==> config.mk <==
export PLATFORM = sky130hd
export DESIGN_NAME = tcs_timer_clock_source_select
export DESIGN_NICKNAME = d
export VERILOG_FILES = /design/src/tcs_pkg.sv /design/src/tcs_timer_clock_source_select.sv
export VERILOG_INCLUDE_DIRS = /design/src
export SDC_FILE = /design/constraint.sdc
export NUM_CORES = 1
export LEC_CHECK = 0
export BUFFER_PORTS_ARGS = -buffer_cell sky130_fd_sc_hd__buf_4
export CORE_MARGIN = 3
export CORE_UTILIZATION = 35
export CTS_CLUSTER_DIAMETER = 200
export DETAILED_ROUTE_END_ITERATION = 16
export GPL_TIMING_DRIVEN = 0
export PLACE_DENSITY = 0.55
export SLEW_MARGIN = 25
export SYNTH_ARGS = -nofsm -noshare
export SYNTH_HDL_FRONTEND = slang
export SYNTH_SLANG_ARGS = --single-unit
==> constraint.sdc <==
create_clock -name aclk -period 8.44 [get_ports aclk]
set_input_delay 1.266 -clock aclk [delete_from_list [all_inputs] [get_ports aclk]]
set_output_delay 1.266 -clock aclk [all_outputs]
set_load 0.01 [all_outputs]
==> src/tcs_defines.svh <==
`ifndef TCS_DEFINES_SVH
`define TCS_DEFINES_SVH

// ---------------------------------------------------------------
// Register indices (byte address is four times the index)
// ---------------------------------------------------------------
`define TCS_CLK_CTRL_IDX   10'h08e
`define TCS_MODE_IDX       10'h090
`define TCS_TMR0_IDX       10'h091
`define TCS_TMR3_IDX       10'h094
`define TCS_INT_STS_IDX    10'h098
`define TCS_INT_MSK_IDX    10'h099

// ---------------------------------------------------------------
// Reset values and widths
// ---------------------------------------------------------------
`define TCS_CLK_CTRL_RST   8'h00
`define TCS_MODE_W         21
`define TCS_MODE_RST       21'h000000
`define TCS_INT_W          9
`define TCS_INT_RST        9'h000
`define TCS_TMR_RST        32'h00000000

// ---------------------------------------------------------------
// Clock control fields
// ---------------------------------------------------------------
`define TCS_CC_PSC_LSB     0
`define TCS_CC_T0_SYS      2
`define TCS_CC_T1_SYS      3
`define TCS_CC_T2_LO       4
`define TCS_CC_T2_HI       5

// ---------------------------------------------------------------
// Mode register fields
// ---------------------------------------------------------------
`define TCS_MD_T01_STRIDE  4
`define TCS_MD_T01_CNT     2
`define TCS_MD_T01_RUN     3
`define TCS_MD_T23_BASE    8
`define TCS_MD_T23_STRIDE  5
`define TCS_MD_T23_CAP     1
`define TCS_MD_T23_RUN     2
`define TCS_MD_T23_XSEL    3

// ---------------------------------------------------------------
// Interrupt bits
// ---------------------------------------------------------------
`define TCS_INT_T0_HI      1
`define TCS_INT_T23_LO     3
`define TCS_INT_CAP2       7

// ---------------------------------------------------------------
// Divider terminal counts and synchronised pin count
// ---------------------------------------------------------------
`define TCS_DIV12_LAST     4'hb
`define TCS_DIV4_LAST      2'h3
`define TCS_DIV48_LAST     2'h3
`define TCS_DIV8_LAST      3'h7
`define TCS_PIN_N          6

`endif

==> src/tcs_pkg.sv <==
`default_nettype none
package tcs_pkg;
   typedef enum logic [1:0] {
      PSC_DIV12 = 2'b00,
      PSC_DIV4  = 2'b01,
      PSC_DIV48 = 2'b10,
      PSC_EXT8  = 2'b11
   } tcs_psc_e;
   typedef enum logic [1:0] {
      T01_13BIT   = 2'b00,
      T01_16BIT   = 2'b01,
      T01_RELOAD8 = 2'b10,
      T01_SPLIT   = 2'b11
   } tcs_t01_mode_e;
   typedef enum logic [1:0] {
      XS_DIV12 = 2'b00,
      XS_ALT8  = 2'b01,
      XS_CMP   = 2'b10,
      XS_RSVD  = 2'b11
   } tcs_xsel_e;
   typedef struct packed {
      logic [15:0] reload;
      logic [15:0] count;
   } tcs_tmr_s;
endpackage
`default_nettype wire

==> src/tcs_timer_clock_source_select.sv <==
// Decided for this implementation: the AXI4-Lite register port.
`include "tcs_defines.svh"
`timescale 1ns/100ps
`default_nettype none
module tcs_timer_clock_source_select
   import tcs_pkg::*;
(
   input  wire logic        aclk,
   input  wire logic        aresetn,
   input  wire logic [11:0] s_axi_awaddr,
   input  wire logic        s_axi_awvalid,
   output logic             s_axi_awready,
   input  wire logic [31:0] s_axi_wdata,
   input  wire logic [3:0]  s_axi_wstrb,
   input  wire logic        s_axi_wvalid,
   output logic             s_axi_wready,
   output logic [1:0]       s_axi_bresp,
   output logic             s_axi_bvalid,
   input  wire logic        s_axi_bready,
   input  wire logic [11:0] s_axi_araddr,
   input  wire logic        s_axi_arvalid,
   output logic             s_axi_arready,
   output logic [31:0]      s_axi_rdata,
   output logic [1:0]       s_axi_rresp,
   output logic             s_axi_rvalid,
   input  wire logic        s_axi_rready,
   input  wire logic        counter0_event_pin,
   input  wire logic        counter1_event_pin,
   input  wire logic        rtc_osc_clk,
   input  wire logic        ext_osc_clk,
   input  wire logic        cmp0_out,
   input  wire logic        cmp1_out,
   output logic             irq
);

   // ---------------------------------------------------------------
   // Helpers
   // ---------------------------------------------------------------
   function automatic logic [31:0] wmerge(
      input logic [31:0] old,
      input logic [31:0] dat,
      input logic [3:0]  stb);
      logic [31:0] r;
      r = old;
      for (int b = 0; b < 4; b++) begin
         if (stb[b]) begin
            r[8*b +: 8] = dat[8*b +: 8];
         end
      end
      return r;
   endfunction

   function automatic logic [17:0] t01_step(
      input tcs_t01_mode_e md,
      input logic [15:0]   c,
      input logic          tl,
      input logic          th);
      logic [12:0] v13;
      logic [15:0] n;
      logic        olo;
      logic        ohi;
      v13 = {c[15:8], c[4:0]} + 13'h0001;
      n = c;
      olo = 1'b0;
      ohi = 1'b0;
      case (md)
         T01_13BIT: begin
            olo = tl & (&{c[15:8], c[4:0]});
            if (tl) begin
               n = {v13[12:5], c[7:5], v13[4:0]};
            end
         end
         T01_16BIT: begin
            olo = tl & (&c);
            if (tl) begin
               n = c + 16'h0001;
            end
         end
         T01_RELOAD8: begin
            olo = tl & (&c[7:0]);
            if (tl) begin
               n[7:0] = (&c[7:0]) ? c[15:8] : c[7:0] + 8'h01;
            end
         end
         default: begin
            olo = tl & (&c[7:0]);
            ohi = th & (&c[15:8]);
            if (tl) begin
               n[7:0] = c[7:0] + 8'h01;
            end
            if (th) begin
               n[15:8] = c[15:8] + 8'h01;
            end
         end
      endcase
      return {ohi, olo, n};
   endfunction

   function automatic logic [34:0] t23_step(
      input logic     split,
      input logic     cap,
      input logic     evt,
      input tcs_tmr_s t,
      input logic     tl,
      input logic     th);
      tcs_tmr_s n;
      logic     olo;
      logic     ohi;
      logic     cf;
      n = t;
      olo = 1'b0;
      ohi = 1'b0;
      cf = 1'b0;
      if (cap) begin
         olo = tl & (&t.count);
         if (tl) begin
            n.count = t.count + 16'h0001;
         end
         if (evt) begin
            n.reload = t.count;
            cf = 1'b1;
         end
      end else if (split) begin
         olo = tl & (&t.count[7:0]);
         ohi = th & (&t.count[15:8]);
         if (tl) begin
            n.count[7:0] = (&t.count[7:0]) ? t.reload[7:0]
                                           : t.count[7:0] + 8'h01;
         end
         if (th) begin
            n.count[15:8] = (&t.count[15:8]) ? t.reload[15:8]
                                             : t.count[15:8] + 8'h01;
         end
      end else begin
         olo = tl & (&t.count);
         if (tl) begin
            n.count = (&t.count) ? t.reload : t.count + 16'h0001;
         end
      end
      return {cf, ohi, olo, n};
   endfunction

   // ---------------------------------------------------------------
   // Pin synchronisers
   // ---------------------------------------------------------------
   logic [`TCS_PIN_N-1:0] pin_raw;
   logic [`TCS_PIN_N-1:0] s1_q;
   logic [`TCS_PIN_N-1:0] s2_q;
   logic [`TCS_PIN_N-1:0] s3_q;
   logic [`TCS_PIN_N-1:0] stb_q;
   logic [`TCS_PIN_N-1:0] stb_d;
   logic [`TCS_PIN_N-1:0] fall;
   logic [`TCS_PIN_N-1:0] rise;

   assign pin_raw = {cmp1_out, cmp0_out, ext_osc_clk, rtc_osc_clk,
                     counter1_event_pin, counter0_event_pin};

   for (genvar i = 0; i < `TCS_PIN_N; i++) begin : g_sync
      assign stb_d[i] = (s2_q[i] == s3_q[i]) ? s3_q[i] : stb_q[i];
      assign fall[i]  = stb_q[i] & ~stb_d[i];
      assign rise[i]  = ~stb_q[i] & stb_d[i];
      always_ff @(posedge aclk) begin
         if (!aresetn) begin
            s1_q[i]  <= 1'b0;
            s2_q[i]  <= 1'b0;
            s3_q[i]  <= 1'b0;
            stb_q[i] <= 1'b0;
         end else begin
            s1_q[i]  <= pin_raw[i];
            s2_q[i]  <= s1_q[i];
            s3_q[i]  <= s2_q[i];
            stb_q[i] <= stb_d[i];
         end
      end
   end

   // ---------------------------------------------------------------
   // Clock dividers
   // ---------------------------------------------------------------
   logic [3:0] c12_q;
   logic [3:0] c12_d;
   logic [1:0] c48_q;
   logic [1:0] c48_d;
   logic [2:0] r8_q;
   logic [2:0] r8_d;
   logic [2:0] e8_q;
   logic [2:0] e8_d;
   logic       tick12;
   logic       tick4;
   logic       tick48;
   logic       rtc8;
   logic       ext8;

   always_comb begin
      tick12 = (c12_q == `TCS_DIV12_LAST);
      tick4  = (c12_q[1:0] == `TCS_DIV4_LAST);
      tick48 = tick12 & (c48_q == `TCS_DIV48_LAST);
      c12_d  = tick12 ? 4'h0 : c12_q + 4'h1;
      c48_d  = tick12 ? c48_q + 2'h1 : c48_q;
      rtc8   = rise[2] & (r8_q == `TCS_DIV8_LAST);
      r8_d   = rise[2] ? r8_q + 3'h1 : r8_q;
      ext8   = rise[3] & (e8_q == `TCS_DIV8_LAST);
      e8_d   = rise[3] ? e8_q + 3'h1 : e8_q;
   end

   always_ff @(posedge aclk) begin
      if (!aresetn) begin
         c12_q <= 4'h0;
         c48_q <= 2'h0;
         r8_q  <= 3'h0;
         e8_q  <= 3'h0;
      end else begin
         c12_q <= c12_d;
         c48_q <= c48_d;
         r8_q  <= r8_d;
         e8_q  <= e8_d;
      end
   end

   // ---------------------------------------------------------------
   // Bus slave and timers
   // ---------------------------------------------------------------
   logic                  aw_hold_q, aw_hold_d, w_hold_q, w_hold_d;
   logic [11:0]           awaddr_q, awaddr_d;
   logic [31:0]           wdata_q, wdata_d;
   logic [3:0]            wstrb_q, wstrb_d;
   logic                  awready_q, awready_d, wready_q, wready_d;
   logic                  bvalid_q, bvalid_d, arready_q, arready_d;
   logic                  rvalid_q, rvalid_d;
   logic [1:0]            bresp_q, bresp_d, rresp_q, rresp_d;
   logic [31:0]           rdata_q, rdata_d;
   logic [7:0]            cc_q, cc_d;
   logic [`TCS_MODE_W-1:0] md_q, md_d;
   tcs_tmr_s              tmr_q [4];
   tcs_tmr_s              tmr_d [4];
   logic [`TCS_INT_W-1:0] sts_q, sts_d, msk_q, msk_d, set, clr;
   logic                  irq_q, irq_d;
   logic                  do_wr, hit, psc_tick, tl, th, bt, evt;
   logic [9:0]            widx, ridx;
   logic [31:0]           wm;
   logic [17:0]           s01;
   logic [34:0]           s23;
   int                    mb;

   always_comb begin
      aw_hold_d = aw_hold_q | (s_axi_awvalid & awready_q);
      w_hold_d  = w_hold_q | (s_axi_wvalid & wready_q);
      awaddr_d  = (s_axi_awvalid & awready_q) ? s_axi_awaddr : awaddr_q;
      wdata_d   = (s_axi_wvalid & wready_q) ? s_axi_wdata : wdata_q;
      wstrb_d   = (s_axi_wvalid & wready_q) ? s_axi_wstrb : wstrb_q;
      bvalid_d  = bvalid_q & ~s_axi_bready;
      bresp_d   = bresp_q;
      do_wr     = aw_hold_q & w_hold_q & ~bvalid_q;
      widx      = awaddr_q[11:2];
      wm        = 32'h0;
      cc_d      = cc_q;
      md_d      = md_q;
      msk_d     = msk_q;
      tmr_d     = tmr_q;
      set       = '0;
      clr       = '0;
      hit       = 1'b1;
      case (tcs_psc_e'(cc_q[`TCS_CC_PSC_LSB +: 2]))
         PSC_DIV12: psc_tick = tick12;
         PSC_DIV4:  psc_tick = tick4;
         PSC_DIV48: psc_tick = tick48;
         default:   psc_tick = ext8;
      endcase
      for (int k = 0; k < 2; k++) begin
         mb = `TCS_MD_T01_STRIDE * k;
         tl = md_q[mb + `TCS_MD_T01_RUN] &
              (md_q[mb + `TCS_MD_T01_CNT] ? fall[k]
               : (cc_q[`TCS_CC_T0_SYS + k] | psc_tick));
         th = md_q[`TCS_MD_T01_STRIDE + `TCS_MD_T01_RUN] &
              (cc_q[`TCS_CC_T1_SYS] | psc_tick);
         if (k == 1 && md_q[mb +: 2] == T01_SPLIT) begin
            tl = 1'b0;
            th = 1'b0;
         end
         s01 = t01_step(tcs_t01_mode_e'(md_q[mb +: 2]), tmr_q[k].count,
                        tl, th);
         tmr_d[k].count = s01[15:0];
         set[2*k] = s01[16];
         set[`TCS_INT_T0_HI] = set[`TCS_INT_T0_HI] | s01[17];
      end
      for (int j = 0; j < 2; j++) begin
         mb = `TCS_MD_T23_BASE + `TCS_MD_T23_STRIDE * j;
         evt = (tcs_xsel_e'(md_q[mb + `TCS_MD_T23_XSEL +: 2]) == XS_ALT8)
               ? (j == 0 ? rtc8 : ext8) : rise[4+j];
         case (tcs_xsel_e'(md_q[mb + `TCS_MD_T23_XSEL +: 2]))
            XS_ALT8: bt = evt;
            XS_CMP:  bt = rise[4+j];
            default: bt = tick12;
         endcase
         tl = md_q[mb + `TCS_MD_T23_RUN] & (cc_q[`TCS_CC_T2_LO + 2*j] |
              (md_q[mb + `TCS_MD_T23_CAP] ? tick12 : bt));
         th = md_q[mb + `TCS_MD_T23_RUN] &
              (cc_q[`TCS_CC_T2_HI + 2*j] | bt);
         s23 = t23_step(md_q[mb], md_q[mb + `TCS_MD_T23_CAP],
                        evt & md_q[mb + `TCS_MD_T23_RUN],
                        tmr_q[2+j], tl, th);
         tmr_d[2+j] = s23[31:0];
         set[`TCS_INT_T23_LO + 2*j] = s23[32];
         set[`TCS_INT_T23_LO + 2*j + 1] = s23[33];
         set[`TCS_INT_CAP2 + j] = s23[34];
      end
      if (do_wr) begin
         aw_hold_d = 1'b0;
         w_hold_d  = 1'b0;
         bvalid_d  = 1'b1;
         if (widx == `TCS_CLK_CTRL_IDX) begin
            wm   = wmerge({24'h0, cc_q}, wdata_q, wstrb_q);
            cc_d = wm[7:0];
         end else if (widx == `TCS_MODE_IDX) begin
            wm   = wmerge({11'h0, md_q}, wdata_q, wstrb_q);
            md_d = wm[`TCS_MODE_W-1:0];
         end else if (widx >= `TCS_TMR0_IDX && widx <= `TCS_TMR3_IDX) begin
            wm = {22'h0, widx - `TCS_TMR0_IDX};
            tmr_d[wm[1:0]] = wmerge(tmr_q[wm[1:0]], wdata_q, wstrb_q);
         end else if (widx == `TCS_INT_STS_IDX) begin
            wm  = wmerge(32'h0, wdata_q, wstrb_q);
            clr = wm[`TCS_INT_W-1:0];
         end else if (widx == `TCS_INT_MSK_IDX) begin
            wm    = wmerge({23'h0, msk_q}, wdata_q, wstrb_q);
            msk_d = wm[`TCS_INT_W-1:0];
         end else begin
            hit = 1'b0;
         end
         bresp_d = hit ? 2'b00 : 2'b10;
      end
      awready_d = ~aw_hold_d & ~bvalid_d;
      wready_d  = ~w_hold_d & ~bvalid_d;
      sts_d     = (sts_q & ~clr) | set;
      irq_d     = |(sts_d & msk_d);
      ridx      = s_axi_araddr[11:2];
      rvalid_d  = rvalid_q & ~s_axi_rready;
      rdata_d   = rdata_q;
      rresp_d   = rresp_q;
      if (s_axi_arvalid & arready_q) begin
         rvalid_d = 1'b1;
         rresp_d  = 2'b00;
         rdata_d  = 32'h0;
         if (ridx == `TCS_CLK_CTRL_IDX) begin
            rdata_d = {24'h0, cc_q};
         end else if (ridx == `TCS_MODE_IDX) begin
            rdata_d = {11'h0, md_q};
         end else if (ridx >= `TCS_TMR0_IDX && ridx <= `TCS_TMR3_IDX) begin
            rdata_d = {22'h0, ridx - `TCS_TMR0_IDX};
            rdata_d = tmr_q[rdata_d[1:0]];
         end else if (ridx == `TCS_INT_STS_IDX) begin
            rdata_d = {23'h0, sts_q};
         end else if (ridx == `TCS_INT_MSK_IDX) begin
            rdata_d = {23'h0, msk_q};
         end else begin
            rresp_d = 2'b10;
         end
      end
      arready_d = ~rvalid_d;
   end

   always_ff @(posedge aclk) begin
      if (!aresetn) begin
         aw_hold_q <= 1'b0;
         w_hold_q  <= 1'b0;
         awaddr_q  <= 12'h000;
         wdata_q   <= 32'h0;
         wstrb_q   <= 4'h0;
         awready_q <= 1'b0;
         wready_q  <= 1'b0;
         bvalid_q  <= 1'b0;
         bresp_q   <= 2'b00;
         arready_q <= 1'b0;
         rvalid_q  <= 1'b0;
         rresp_q   <= 2'b00;
         rdata_q   <= 32'h0;
         cc_q      <= `TCS_CLK_CTRL_RST;
         md_q      <= `TCS_MODE_RST;
         tmr_q     <= '{default: `TCS_TMR_RST};
         sts_q     <= `TCS_INT_RST;
         msk_q     <= `TCS_INT_RST;
         irq_q     <= 1'b0;
      end else begin
         aw_hold_q <= aw_hold_d;
         w_hold_q  <= w_hold_d;
         awaddr_q  <= awaddr_d;
         wdata_q   <= wdata_d;
         wstrb_q   <= wstrb_d;
         awready_q <= awready_d;
         wready_q  <= wready_d;
         bvalid_q  <= bvalid_d;
         bresp_q   <= bresp_d;
         arready_q <= arready_d;
         rvalid_q  <= rvalid_d;
         rresp_q   <= rresp_d;
         rdata_q   <= rdata_d;
         cc_q      <= cc_d;
         md_q      <= md_d;
         tmr_q     <= tmr_d;
         sts_q     <= sts_d;
         msk_q     <= msk_d;
         irq_q     <= irq_d;
      end
   end

   assign s_axi_awready = awready_q;
   assign s_axi_wready  = wready_q;
   assign s_axi_bvalid  = bvalid_q;
   assign s_axi_bresp   = bresp_q;
   assign s_axi_arready = arready_q;
   assign s_axi_rvalid  = rvalid_q;
   assign s_axi_rresp   = rresp_q;
   assign s_axi_rdata   = rdata_q;
   assign irq           = irq_q;

endmodule
`default_nettype wire

# After elaboration in Yosys (flattened, before gate mapping)
# Cells that the tools add are included.
[word_totals]
in_bits = 73
register_bits = 303
wordCells = 354
out_inout_bits = 42
[op_classes]
bitwise_logic = 72
n_eq_ne = 30
n_addsub = 20
n_lt_le_gt_ge = 7
n_reduce_logical = 29
n_mux = 140
[op_table]
columns = ["op", "n"]
rows = [
  ["$mux W112", 4],
  ["$mux W8", 38],
  ["$mux W16", 18],
  ["$mux W32", 8],
  ["$bmux W32 S2", 2],
  ["$bwmux W128", 1],
  ["$mux W9", 13],
  ["$pmux W8 S3", 4],
  ["$eq A10 B8 Y1 const B", 8],
  ["$add A16 B1 Y16 const B", 4],
  ["$add A8 B1 Y8 const B", 8],
  ["$demux W32 S2", 1],
  ["$reduce_and A16 Y1", 4],
  ["$reduce_and A8 Y1", 8],
  ["$and A1 B1 Y1", 41],
  ["$mux W1", 40],
  ["$add A13 B1 Y13 const B", 2],
  ["$reduce_and A13 Y1", 2],
  ["$ge A10 B8 Y1 const B", 2],
  ["$le A10 B8 Y1 const B", 2],
  ["$and A9 B9 Y9", 2],
  ["$eq A2 B2 Y1 const B", 8],
  ["$not A1 Y1", 16],
  ["$reduce_and A4 Y1", 4],
  ["23 further kinds", 58],
]

# Logic depth before layout (Yosys ltp)
# Gate-level depths: netlist of the first run.
[logic_depth]
depth_word = 17
depth_mapped = 13
depth_no_buf = 9

# Worst setup path after synthesis of the first run
# No wires, ideal clock.
[synth_path]
path_type = "input to register"
start = "input s_axi_araddr[2]"
end = "register rdata_q[12], in the netlist s_axi_rdata[12]"
cell_stages = 10
t_arrival_ns = 4.353
setup_ns = 0.128
required_time_ns = 8.312
slack_ns = 3.959
n_path_buf = 5
cell_sequence = "clkbuf_1 > buf_2 > clkbuf_1 > inv_1 > ha_1 > clkbuf_1 > clkbuf_1 > mux4_2 > a222oi_1 > nor2_1"
[synth_between]
elab_chain_len = 8
word_cells_on_any_way = 13
cone_classes = "1 x add/sub; 2 x order compare; 2 x eq/ne; 6 x mux; 1 x bitwise; 1 x reduce/logical"
[synth_lines]
columns = ["item", "line_no", "source"]
rows = [
  ["start, declared", "tcs_timer_clock_source_select.sv:20", "input wire logic [11:0] s_axi_araddr,"],
  ["$sub A2 B1 Y2 (no source line)", "n/a", ""],
  ["$not A2 Y3 (not written as such)", "tcs_timer_clock_source_select.sv:349", "rdata_d = tmr_q[rdata_d[1:0]];"],
  ["$bmux W32 S2", "tcs_timer_clock_source_select.sv:349", ""],
  ["$mux W32 (not written as such) (2 in a row)", "tcs_timer_clock_source_select.sv:349", ""],
  ["$mux W32", "tcs_timer_clock_source_select.sv:347", "end else if (ridx >= `TCS_TMR0_IDX && ridx <= `TCS_TMR3_IDX) begin"],
  ["$mux W32", "tcs_timer_clock_source_select.sv:345", "end else if (ridx == `TCS_MODE_IDX) begin"],
  ["$mux W32 (*)", "tcs_timer_clock_source_select.sv:343", "if (ridx == `TCS_CLK_CTRL_IDX) begin"],
  ["end signal, assigned", "tcs_timer_clock_source_select.sv:395", "rdata_q <= rdata_d;"],
  ["end, declared", "tcs_timer_clock_source_select.sv:231", "logic [31:0] rdata_q, rdata_d;"],
]
# Mark *: on every way between the ends. The rest lies on a longest branch, timed or not. The select of a mux whose other input is x is not followed.
# A chain may end at the register's enable or synchronous reset.

# Worst setup path after layout of the first run
[layout_path]
start = "input s_axi_araddr[2]"
end = "register rdata_q[15], in the netlist s_axi_rdata[15]"
# The elaborated chain is that of the path after synthesis.

==> results of run 1 <==
[flip-flops by register name, indices dropped and copies added, names as in the netlist, 2 cells and up]
name and flops:
tmr_q 128, msk_q 9, wstrb_q 4, s_axi_rdata 32, md_q 21, c12_q 4, s3_q 6, e8_q 3
awaddr_q 10, wdata_q 32, stb_q 6, cc_q 8, sts_q 9, c48_q 2, r8_q 3, s2_q 6
s1_q 6
[power groups by stage]
stage                     Sequential [mW]  Clock (mW)  Combinational [mW]
after floorplan                      1.47           0               0.104
after global placement               1.48           0               0.199
after detailed placement             1.48           0               0.202
after CTS                            1.45        1.67               0.203
after global routing                 1.46        1.72               0.217
final                                1.45        1.65               0.204
[routing by layer]
metal / routed length, um / global-route usage (%) / vias to the layer above / part of all wire (%)
li1: - / - / 7543 / -
met1: 31500 / 39.5 / 8129 / 43
met2: 31300 / 42.8 / 872 / 43
met3: 7240 / 6.34 / 165 / 9.9
met4: 3140 / 11.1 / 2 / 4.3
met5: 46 / 0 / - / 0.063
[kinds of logic (layout without fill, tap and decap cells)]
kind of cell    after synthesis  in the layout
simple gates                736            736
other cells                   1              2
mux                         150            150
flops                       299            299
fa+ha+maj                    29             29
compound gates              528            528
xor+xnor                     31             31
buf+inv                     195            370
[worst max-delay path: stages]
cell	delay (ns)
buf_4	0.10
clkbuf_1	0.49
buf_2	0.45
clkbuf_2	0.55
inv_1	0.19
ha_1	0.59
clkbuf_1	0.62
clkbuf_1	0.70
mux4_2	0.49
a222oi_1	0.34
nor2_1	0.08
[per-stage QoR]
stage / power, mW / cell area [um^2] / worst slack (ns)
after detailed placement: 1.69 / 18500 / 2.51
after CTS: 3.33 / 19700 / 3.11
after global routing: 3.39 / 19700 / 2.79
after floorplan: 1.58 / 16900 / 3.96
final: 3.31 / 19700 / 2.98
after global placement: 1.68 / 18500 / 2.00
[cell type report]
type | count | area, um^2 | area share [%]
well taps | 607 | 759 | 3.85
flip-flops and latches | 299 | 5990 | 30.3
repair buffers | 109 | 818 | 4.15
plain buffers | 158 | 691 | 3.50
clock buffers | 51 | 1060 | 5.36
multi-input cells | 1476 | 10100 | 51.2
clock inverters | 15 | 189 | 0.957
inverters | 37 | 139 | 0.704
[Yosys cell counts (10+ instances only)]
library cell,n
dfxtp_1,299
nand2_1,250
nor2_1,208
a21oi_1,168
clkbuf_1,114
a211oi_1,78
o21ai_0,77
nand3_1,66
mux4_2,64
mux2i_1,52
and2_1,41
inv_1,36
mux2_2,34
nor3_1,31
ha_1,29
and3_1,21
buf_2,21
o211ai_1,21
xnor2_1,19
a222oi_1,17
a31oi_1,17
nand4_1,16
nand2b_1,15
nor2b_1,15
a211oi_2,14
a22oi_1,14
a221oi_1,12
xor2_1,12
buf_4,11
nor4_1,10
[worst max-delay path by stage]
stage               cells after the start  slack (ns)                           end
floorplan                              10        3.96  s_axi_rdata[12]$_SDFFE_PN0P_
global placement                       11        2.00  s_axi_rdata[15]$_SDFFE_PN0P_
detailed placement                     11        2.51  s_axi_rdata[15]$_SDFFE_PN0P_
CTS                                    11        3.11  s_axi_rdata[18]$_SDFFE_PN0P_
global route                           11        2.79  s_axi_rdata[13]$_SDFFE_PN0P_
finish                                 11        2.98  s_axi_rdata[15]$_SDFFE_PN0P_
==> metrics.yaml, run 1 <==
status: "finished, final reports clean"
drive_gt1_share_pct: 16.4
gp_congestion: 1.02
vias_per_cell: 6.07
synth_mux_area_share_pct: 13.9
numCtsBuffers: 37
io_pins: 115
intPower_mw: 2.48
min_from: "s1_q[5]$_SDFF_PN0_"
nFillCells: 4757
synthCells: 1969
power.density_mw_per_mm2: 168
synth_edf_count: 0
path_clk_slew_ns: 0.06
synth_cell_types: 88
synth_fa_ha_area_share_pct: 2.15
maxSlewHeadroom_pct: 25.1
p_clk_share_pct: 49.9
synth_area_leaders: "dfxtp_1 35%, mux4_2 8.5%, nand2_1 5.6%, a21oi_1 5.0%, nor2_1 4.6%"
ir_worst_vdd_mv: 0.125
r2r_end: "tmr_q[15]$_SDFF_PN0_"
hold_class: "flop to flop"
hpwl_mm: 55.9
synth_top_flop_cell: "dfxtp_1"
dp_cells: 2686
grt_remaining_overflow: 0
row_count: 79
swShare_pct: 25.1
wl_mm: 73.2
die_y_um: 226
syn_area_per_cell_um2: 8.57
initial_utilization_pct: 35.9
skew_ns: 0.0398
final_util_pct: 42.0
max_freq_mhz: 183
routedWlPerCell_um: 26.6
antenna_found_initial: 4
drtAntennaViolNets: 0
cts_setup_buffers: 0
pwr-share-comb_pct: 6.2
num_antenna_cells: 0
drtIter0Drc: 2071
timing.hold.ws_ns: 0.432
syn_area_mm2: 0.0169
synth_top_area_cell: "dfxtp_1"
ys.warnings.count: 0
maxCapViolCount: 0
dieArea_mm2: 0.0509
crit_start: "s_axi_araddr[2]"
syn2layout_area_growth_pct: 16.9
arrival_ns: 5.89
setup_viol: 0
synth-seq-cells: 299
cts.hold.buffers_added: 0
drc: 0
finalMaxSlewViolations: 0
yosysTopAreaCellShare_pct: 35.5
cts_root_buf: "clkbuf_16"
die_x_um: 226
clock_path_buffers: 3
cts_resized: 0
cts_tree: "done"
grt_use_total_pct: 28.3
cp-end-kind: "flop"
setup_tns_ns: 0
fin_crit_sh_pct: 64.7
reg2reg_slack_ns: 4.20
seq_area_frac_synth_pct: 35.5
core-area_mm2: 0.0471
hold_path_depth: 1
layout_common_cells: "299 x dfxtp_1, 250 x nand2_1, 208 x nor2_1"
holdPathEnd: "s2_q[5]$_SDFF_PN0_"
path_class: "primary input to flop"
leakage_nw: 6.86
cp.required_ns: 8.87
rr_worst_depth: 11
grt_pass1_vias: 15700
power.switching_uw: 830
hold_violations: 0
clkLatencyLatePin_ns: 0.58
nets: 2220
synth_xor_area_share_pct: 1.61
async_flop_share_pct: 0
crit_fanout: 10
rsz0062_at_grt: "no"
grt_pass1_wl_mm: 106
io_buffers: 108
vias: 16700
synth_compound_area_share_pct: 21.3
synth_top_family_by_area: "compound AO/OA/AOI/OAI gates"
crit_path_start_kind: "primary input"
reg2reg_from: "awaddr_q[2]$_SDFFE_PN0P_"
dr.pass1.iters: 6
seqPwrFrac_pct: 44.0
grt_max_degree: 13
finalNonFillerCells: 2752
layout_min_cycle_time_ns: 5.46
cts.htree.levels: 2
worst_pin_slew_ns: 1.11
synth-simple-area-share_pct: 20.7
cts.sinks: 299
final_common_cell: "dfxtp_1"
(Power assumes the default switching activity.)
==> run 2: changes to the inputs <==
- PLACE_DENSITY: 0.55 -> 0.57
- clock period: 8.44 -> 4.9 ns (I/O delays scaled with it)
==> metrics.yaml, run 2 (synthesis gave the netlist of run 1 again) <==
status: "finished, final reports clean"
layout_common_cells: "299 x dfxtp_1, 250 x nand2_1, 207 x nor2_1"
numCtsBuffers: 38
cts.htree.levels: 2
setup_ws_ns: 0.315
routedWlPerCell_um: 26.7
reg2reg_slack_ns: 0.32
layout_min_cycle_time_ns: 4.58
finalNonFillerCells: 2755
cp.required_ns: 5.28
top_usage_layer: "met2"
grtUsageMet1_pct: 40.2
cp-end-kind: "flop"
io_buffers: 108
hold_violations: 0
drc: 0
vias: 16800
grt_pass1_wl_mm: 106
swShare_pct: 24.9
grt_remaining_overflow: 0
place_ws_ns: -0.413
multi_input_area_mm2: 0.0101
seqPwrFrac_pct: 43.3
dp_cells: 2686
power.switching_mw: 1.44
clock_path_buffers: 3
path_clk_slew_ns: 0.06
grt_max_degree: 13
hold_class: "primary input to flop"
crit_path_start_kind: "flop"
p_clk_share_pct: 50.7
dieArea_mm2: 0.0509
largest_reg_flops: 128
core-area_mm2: 0.0471
leakage_nw: 6.87
power.density_mw_per_mm2: 293
setup_tns_ns: 0
reg2reg_from: "awaddr_q[2]$_SDFFE_PN0P_"
io_pins: 115
worst_pin_slew_ns: 1.10
regArea_mm2: 0.00599
hpwl_mm: 56.1
regMostFlops: "tmr_q"
rr_worst_depth: 12
path_class: "flop to flop"
die_y_um: 226
dr.pass1.iters: 8
maxCapViolCount: 0
cts.sinks: 299
final_common_cell: "dfxtp_1"
groute.layer.met3.usage_pct: 5.50
drtAntennaViolNets: 0
critPathBufInv: 4
gp_congestion: 0.979
skew_ns: 0.0216
drtIter0Drc: 1931
r2r_end: "irq$_SDFF_PN0_"
finalMaxSlewViolations: 0
antenna_found_initial: 2
grt_util_met2_pct: 43.0
critical_path_depth: 12
die_x_um: 226
row_count: 79
cp_top_family: "buffers and inverters"
p_total_mw: 5.79
crit_start: "awaddr_q[2]$_SDFFE_PN0P_"
nFillCells: 4739
syn2layout_area_growth_pct: 17.2
drive_gt1_share_pct: 16.6
fin_crit_sh_pct: 93.6
crit_fanout: 10
intPower_mw: 4.35
rsz0062_at_grt: "no"
clkLatencyLatePin_ns: 0.57
wl_mm: 73.4
initial_utilization_pct: 35.9
cp_slowest_cell: "buf_1"
vias_per_cell: 6.10
crit_path_end: "irq$_SDFF_PN0_"
grt_use_total_pct: 28.2
max_freq_mhz: 218
cpPeakStageDelay_ns: 0.79
cts_tree: "done"
nets: 2221
grt_pass1_vias: 15700
pwr-share-comb_pct: 6.1
cts_root_buf: "clkbuf_16"
worstPathCellList: "clkbuf_1, buf_1, inv_1, ha_1, nand2b_1, nand4b_1, and4_1, buf_2, mux2_2, a222oi_1, a41o_1, o311ai_1"
arrival_ns: 4.97
maxSlewHeadroom_pct: 26.4
setup_viol: 0
ir_worst_vdd_mv: 0.202
run 2: cell types whose count changed in the layout (fill, tap and decap cells not counted), sizes merged:
cell,change
bufinv,+2
clkbuf,-1
clkinvlp,-1
diode,+1
inv,+2
run 2: power groups by stage:
stage,registers [mW],clock network (mW),logic (mW)
3_5_place_dp,2.56,0,0.344
4_1_cts,2.50,2.96,0.346
6_report,2.50,2.93,0.351
5_1_grt,2.51,3.05,0.371
2_1_floorplan,2.54,0,0.179
3_3_place_gp,2.56,0,0.341
run 2: how the worst min path moves through the flow:
stage,startpoint,to,slack (ns),depth (start not counted)
final,cmp0_out,s1_q[4]$_SDFF_PN0_,0.38,2
after detailed placement,s1_q[1]$_SDFF_PN0_,s2_q[1]$_SDFF_PN0_,0.42,1
after global routing,cmp0_out,s1_q[4]$_SDFF_PN0_,0.37,2
after floorplan,s1_q[0]$_SDFF_PN0_,s2_q[0]$_SDFF_PN0_,0.41,1
after CTS,cmp0_out,s1_q[4]$_SDFF_PN0_,0.37,2
after global placement,s1_q[1]$_SDFF_PN0_,s2_q[1]$_SDFF_PN0_,0.42,1
run 2: cell type report:
cell class,instances,share of cell area [%]
multi-input combinational,1476,51.1
sequential,299,30.3
clock buffer,50,5.24
timing repair buffer,109,4.12
tap,607,3.84
buffer,158,3.50
clock inverter,18,1.21
inverter,37,0.702
antenna,1,0.0127
run 2: per-layer routing:
layer	routed length (um)	vias to the layer above
met1	32300	8236
met5	14	-
met4	2460	2
li1	-	7542
met2	31700	879
met3	6970	140
run 2: repair_timing:
action | 4_1_cts | 5_1_grt
hold buffers | 0 | 0
setup buffers | 0 | 0
resized for setup | 0 | 2
setup endpoints to repair | 0 | 9
run 2: per-stage QoR:
step / cell area (um^2) / util (%) / hold slack, ns
floorplan: 16900 / - / 0.412
detailed placement: 18500 / 39.3 / 0.419
global route: 19800 / 42.0 / 0.373
finish: 19800 / 42.0 / 0.382
global placement: 18500 / 39.2 / 0.416
CTS: 19800 / 42.0 / 0.365
==> run 3: changes to the inputs <==
- CTS_BUF_LIST: unset -> sky130_fd_sc_hd__clkbuf_4
- PLACE_DENSITY: 0.57 -> unset
==> metrics.yaml, run 3 (synthesis gave the netlist of run 1 again) <==
timing.hold.ws_ns: 0.0811
crit_start: "awaddr_q[2]$_SDFFE_PN0P_"
multi_input_area_mm2: 0.0101
syn2layout_area_growth_pct: 16.4
hpwl_mm: 55.3
crit_path_start_kind: "flop"
setup_viol: 0
die_y_um: 226
setup_tns_ns: 0
r2r_end: "irq$_SDFF_PN0_"
power.density_mw_per_mm2: 270
cp_top_family: "buffers and inverters"
antenna_found_initial: 5
dp_cells: 2687
cts.sinks: 299
grt_use_total_pct: 28.2
cpPeakStageDelay_ns: 0.67
cts_root_buf: "clkbuf_4"
grt_remaining_overflow: 0
drtAntennaViolNets: 0
cp.required_ns: 5.58
path_clk_slew_ns: 0.06
clkLatencyLatePin_ns: 0.87
postPlaceCellArea_mm2: 0.0185
regArea_mm2: 0.00599
rr_worst_depth: 12
finalNonFillerCells: 2848
finalMaxSlewViolations: 0
final_common_cell: "dfxtp_1"
crit_fanout: 10
arrival_ns: 5.32
worst_pin_slew_ns: 1.14
layout_common_cells: "299 x dfxtp_1, 250 x nand2_1, 208 x nor2_1"
cp-end-kind: "flop"
reg2reg_from: "awaddr_q[2]$_SDFFE_PN0P_"
initial_utilization_pct: 35.9
layout_min_cycle_time_ns: 4.64
setup_ws_ns: 0.258
hold_path_depth: 2
vias: 17300
place_ws_ns: -0.436
grt_max_degree: 14
core-area_mm2: 0.0471
drc: 0
nFillCells: 4826
min_from: "cmp0_out"
vias_per_cell: 6.07
leakage_nw: 6.92
hold_violations: 0
clock_path_buffers: 3
skew_ns: 0.0641
worstPathCellList: "clkbuf_1, clkdlybuf4s15_1, inv_1, ha_1, or3b_2, nand4b_1, and4_1, buf_2, mux2_2, a222oi_1, a41o_1, o311ai_1"
rsz0062_at_grt: "no"
hold_class: "primary input to flop"
max_freq_mhz: 215
regMostFlops: "tmr_q"
reg2reg_slack_ns: 0.26
dr.pass1.iters: 6
gp_congestion: 1.01
holdPathEnd: "s1_q[4]$_SDFF_PN0_"
dieArea_mm2: 0.0509
cts_tree: "done"
ir_worst_vdd_mv: 0.138
critPathBufInv: 4
drtIter0Drc: 2240
io_buffers: 108
largest_reg_flops: 128
status: "finished, final reports clean"
routedWlPerCell_um: 25.6
io_pins: 115
maxSlewHeadroom_pct: 23.8
path_class: "flop to flop"
wl_mm: 72.9
cp_slowest_cell: "clkdlybuf4s15_1"
grt_pass1_vias: 16500
stdcell_area_mm2: 0.0197
maxCapViolCount: 0
grt_pass1_wl_mm: 107
cts.hold.buffers_added: 0
nets: 2273
row_count: 79
die_x_um: 226
cts.htree.levels: 3
drive_gt1_share_pct: 19.6
numCtsBuffers: 89
fin_crit_sh_pct: 94.7
[run 3: final cells by class]
| cell class | count | area share [%] |
|---|---|---|
| multi-input cells | 1476 | 51.4 |
| flip-flops and latches | 299 | 30.4 |
| clock buffers | 137 | 5.23 |
| repair buffers | 110 | 4.22 |
| well taps | 607 | 3.86 |
| plain buffers | 158 | 3.53 |
| inverters | 37 | 0.706 |
| clock inverters | 22 | 0.554 |
| diodes | 2 | 0.0255 |
[run 3: routing by layer]
layer | GRT usage, % | wire length [um] | vias to the layer above
li1 | - | - | 7691
met1 | 37.9 | 30600 | 8390
met2 | 42.2 | 31000 | 1002
met3 | 6.95 | 7530 | 210
met4 | 14.0 | 3690 | 4
met5 | 0 | 26 | -
[run 3: what timing repair did]
| item | 4_1_cts | 5_1_grt |
|---|---|---|
| setup buffers | 0 | 0 |
| setup endpoints to repair | 0 | 2 |
| gates resized for setup | 0 | 1 |
| hold endpoints to repair | 0 | 0 |
[run 3: worst max-delay path by stage]
stage                                        end  cells after the start
finish                            irq$_SDFF_PN0_                     12
global route                tmr_q[40]$_SDFF_PN0_                     11
CTS                               irq$_SDFF_PN0_                     12
detailed placement  s_axi_rdata[20]$_SDFFE_PN0P_                     11
global placement    s_axi_rdata[18]$_SDFFE_PN0P_                     11
floorplan           s_axi_rdata[12]$_SDFFE_PN0P_                     10
[run 3: where the power goes]
| part | switching, mW | leakage [nW] | internal (mW) | total [mW] |
|---|---|---|---|---|
| logic | 0.229 | 3.83 | 0.122 | 0.352 |
| clock network | 1.18 | 0.675 | 1.27 | 2.45 |
| registers | 0.0393 | 2.42 | 2.46 | 2.50 |
| total | 1.45 | 6.92 | 3.86 | 5.31 |
[run 3: stage by stage]
step           utilization [%]  total power [mW]
2_1_floorplan                -              2.72
3_3_place_gp              39.2              2.89
3_5_place_dp              39.3              2.90
4_1_cts                   41.7              5.34
5_1_grt                   41.8              5.51
6_report                  41.8              5.31
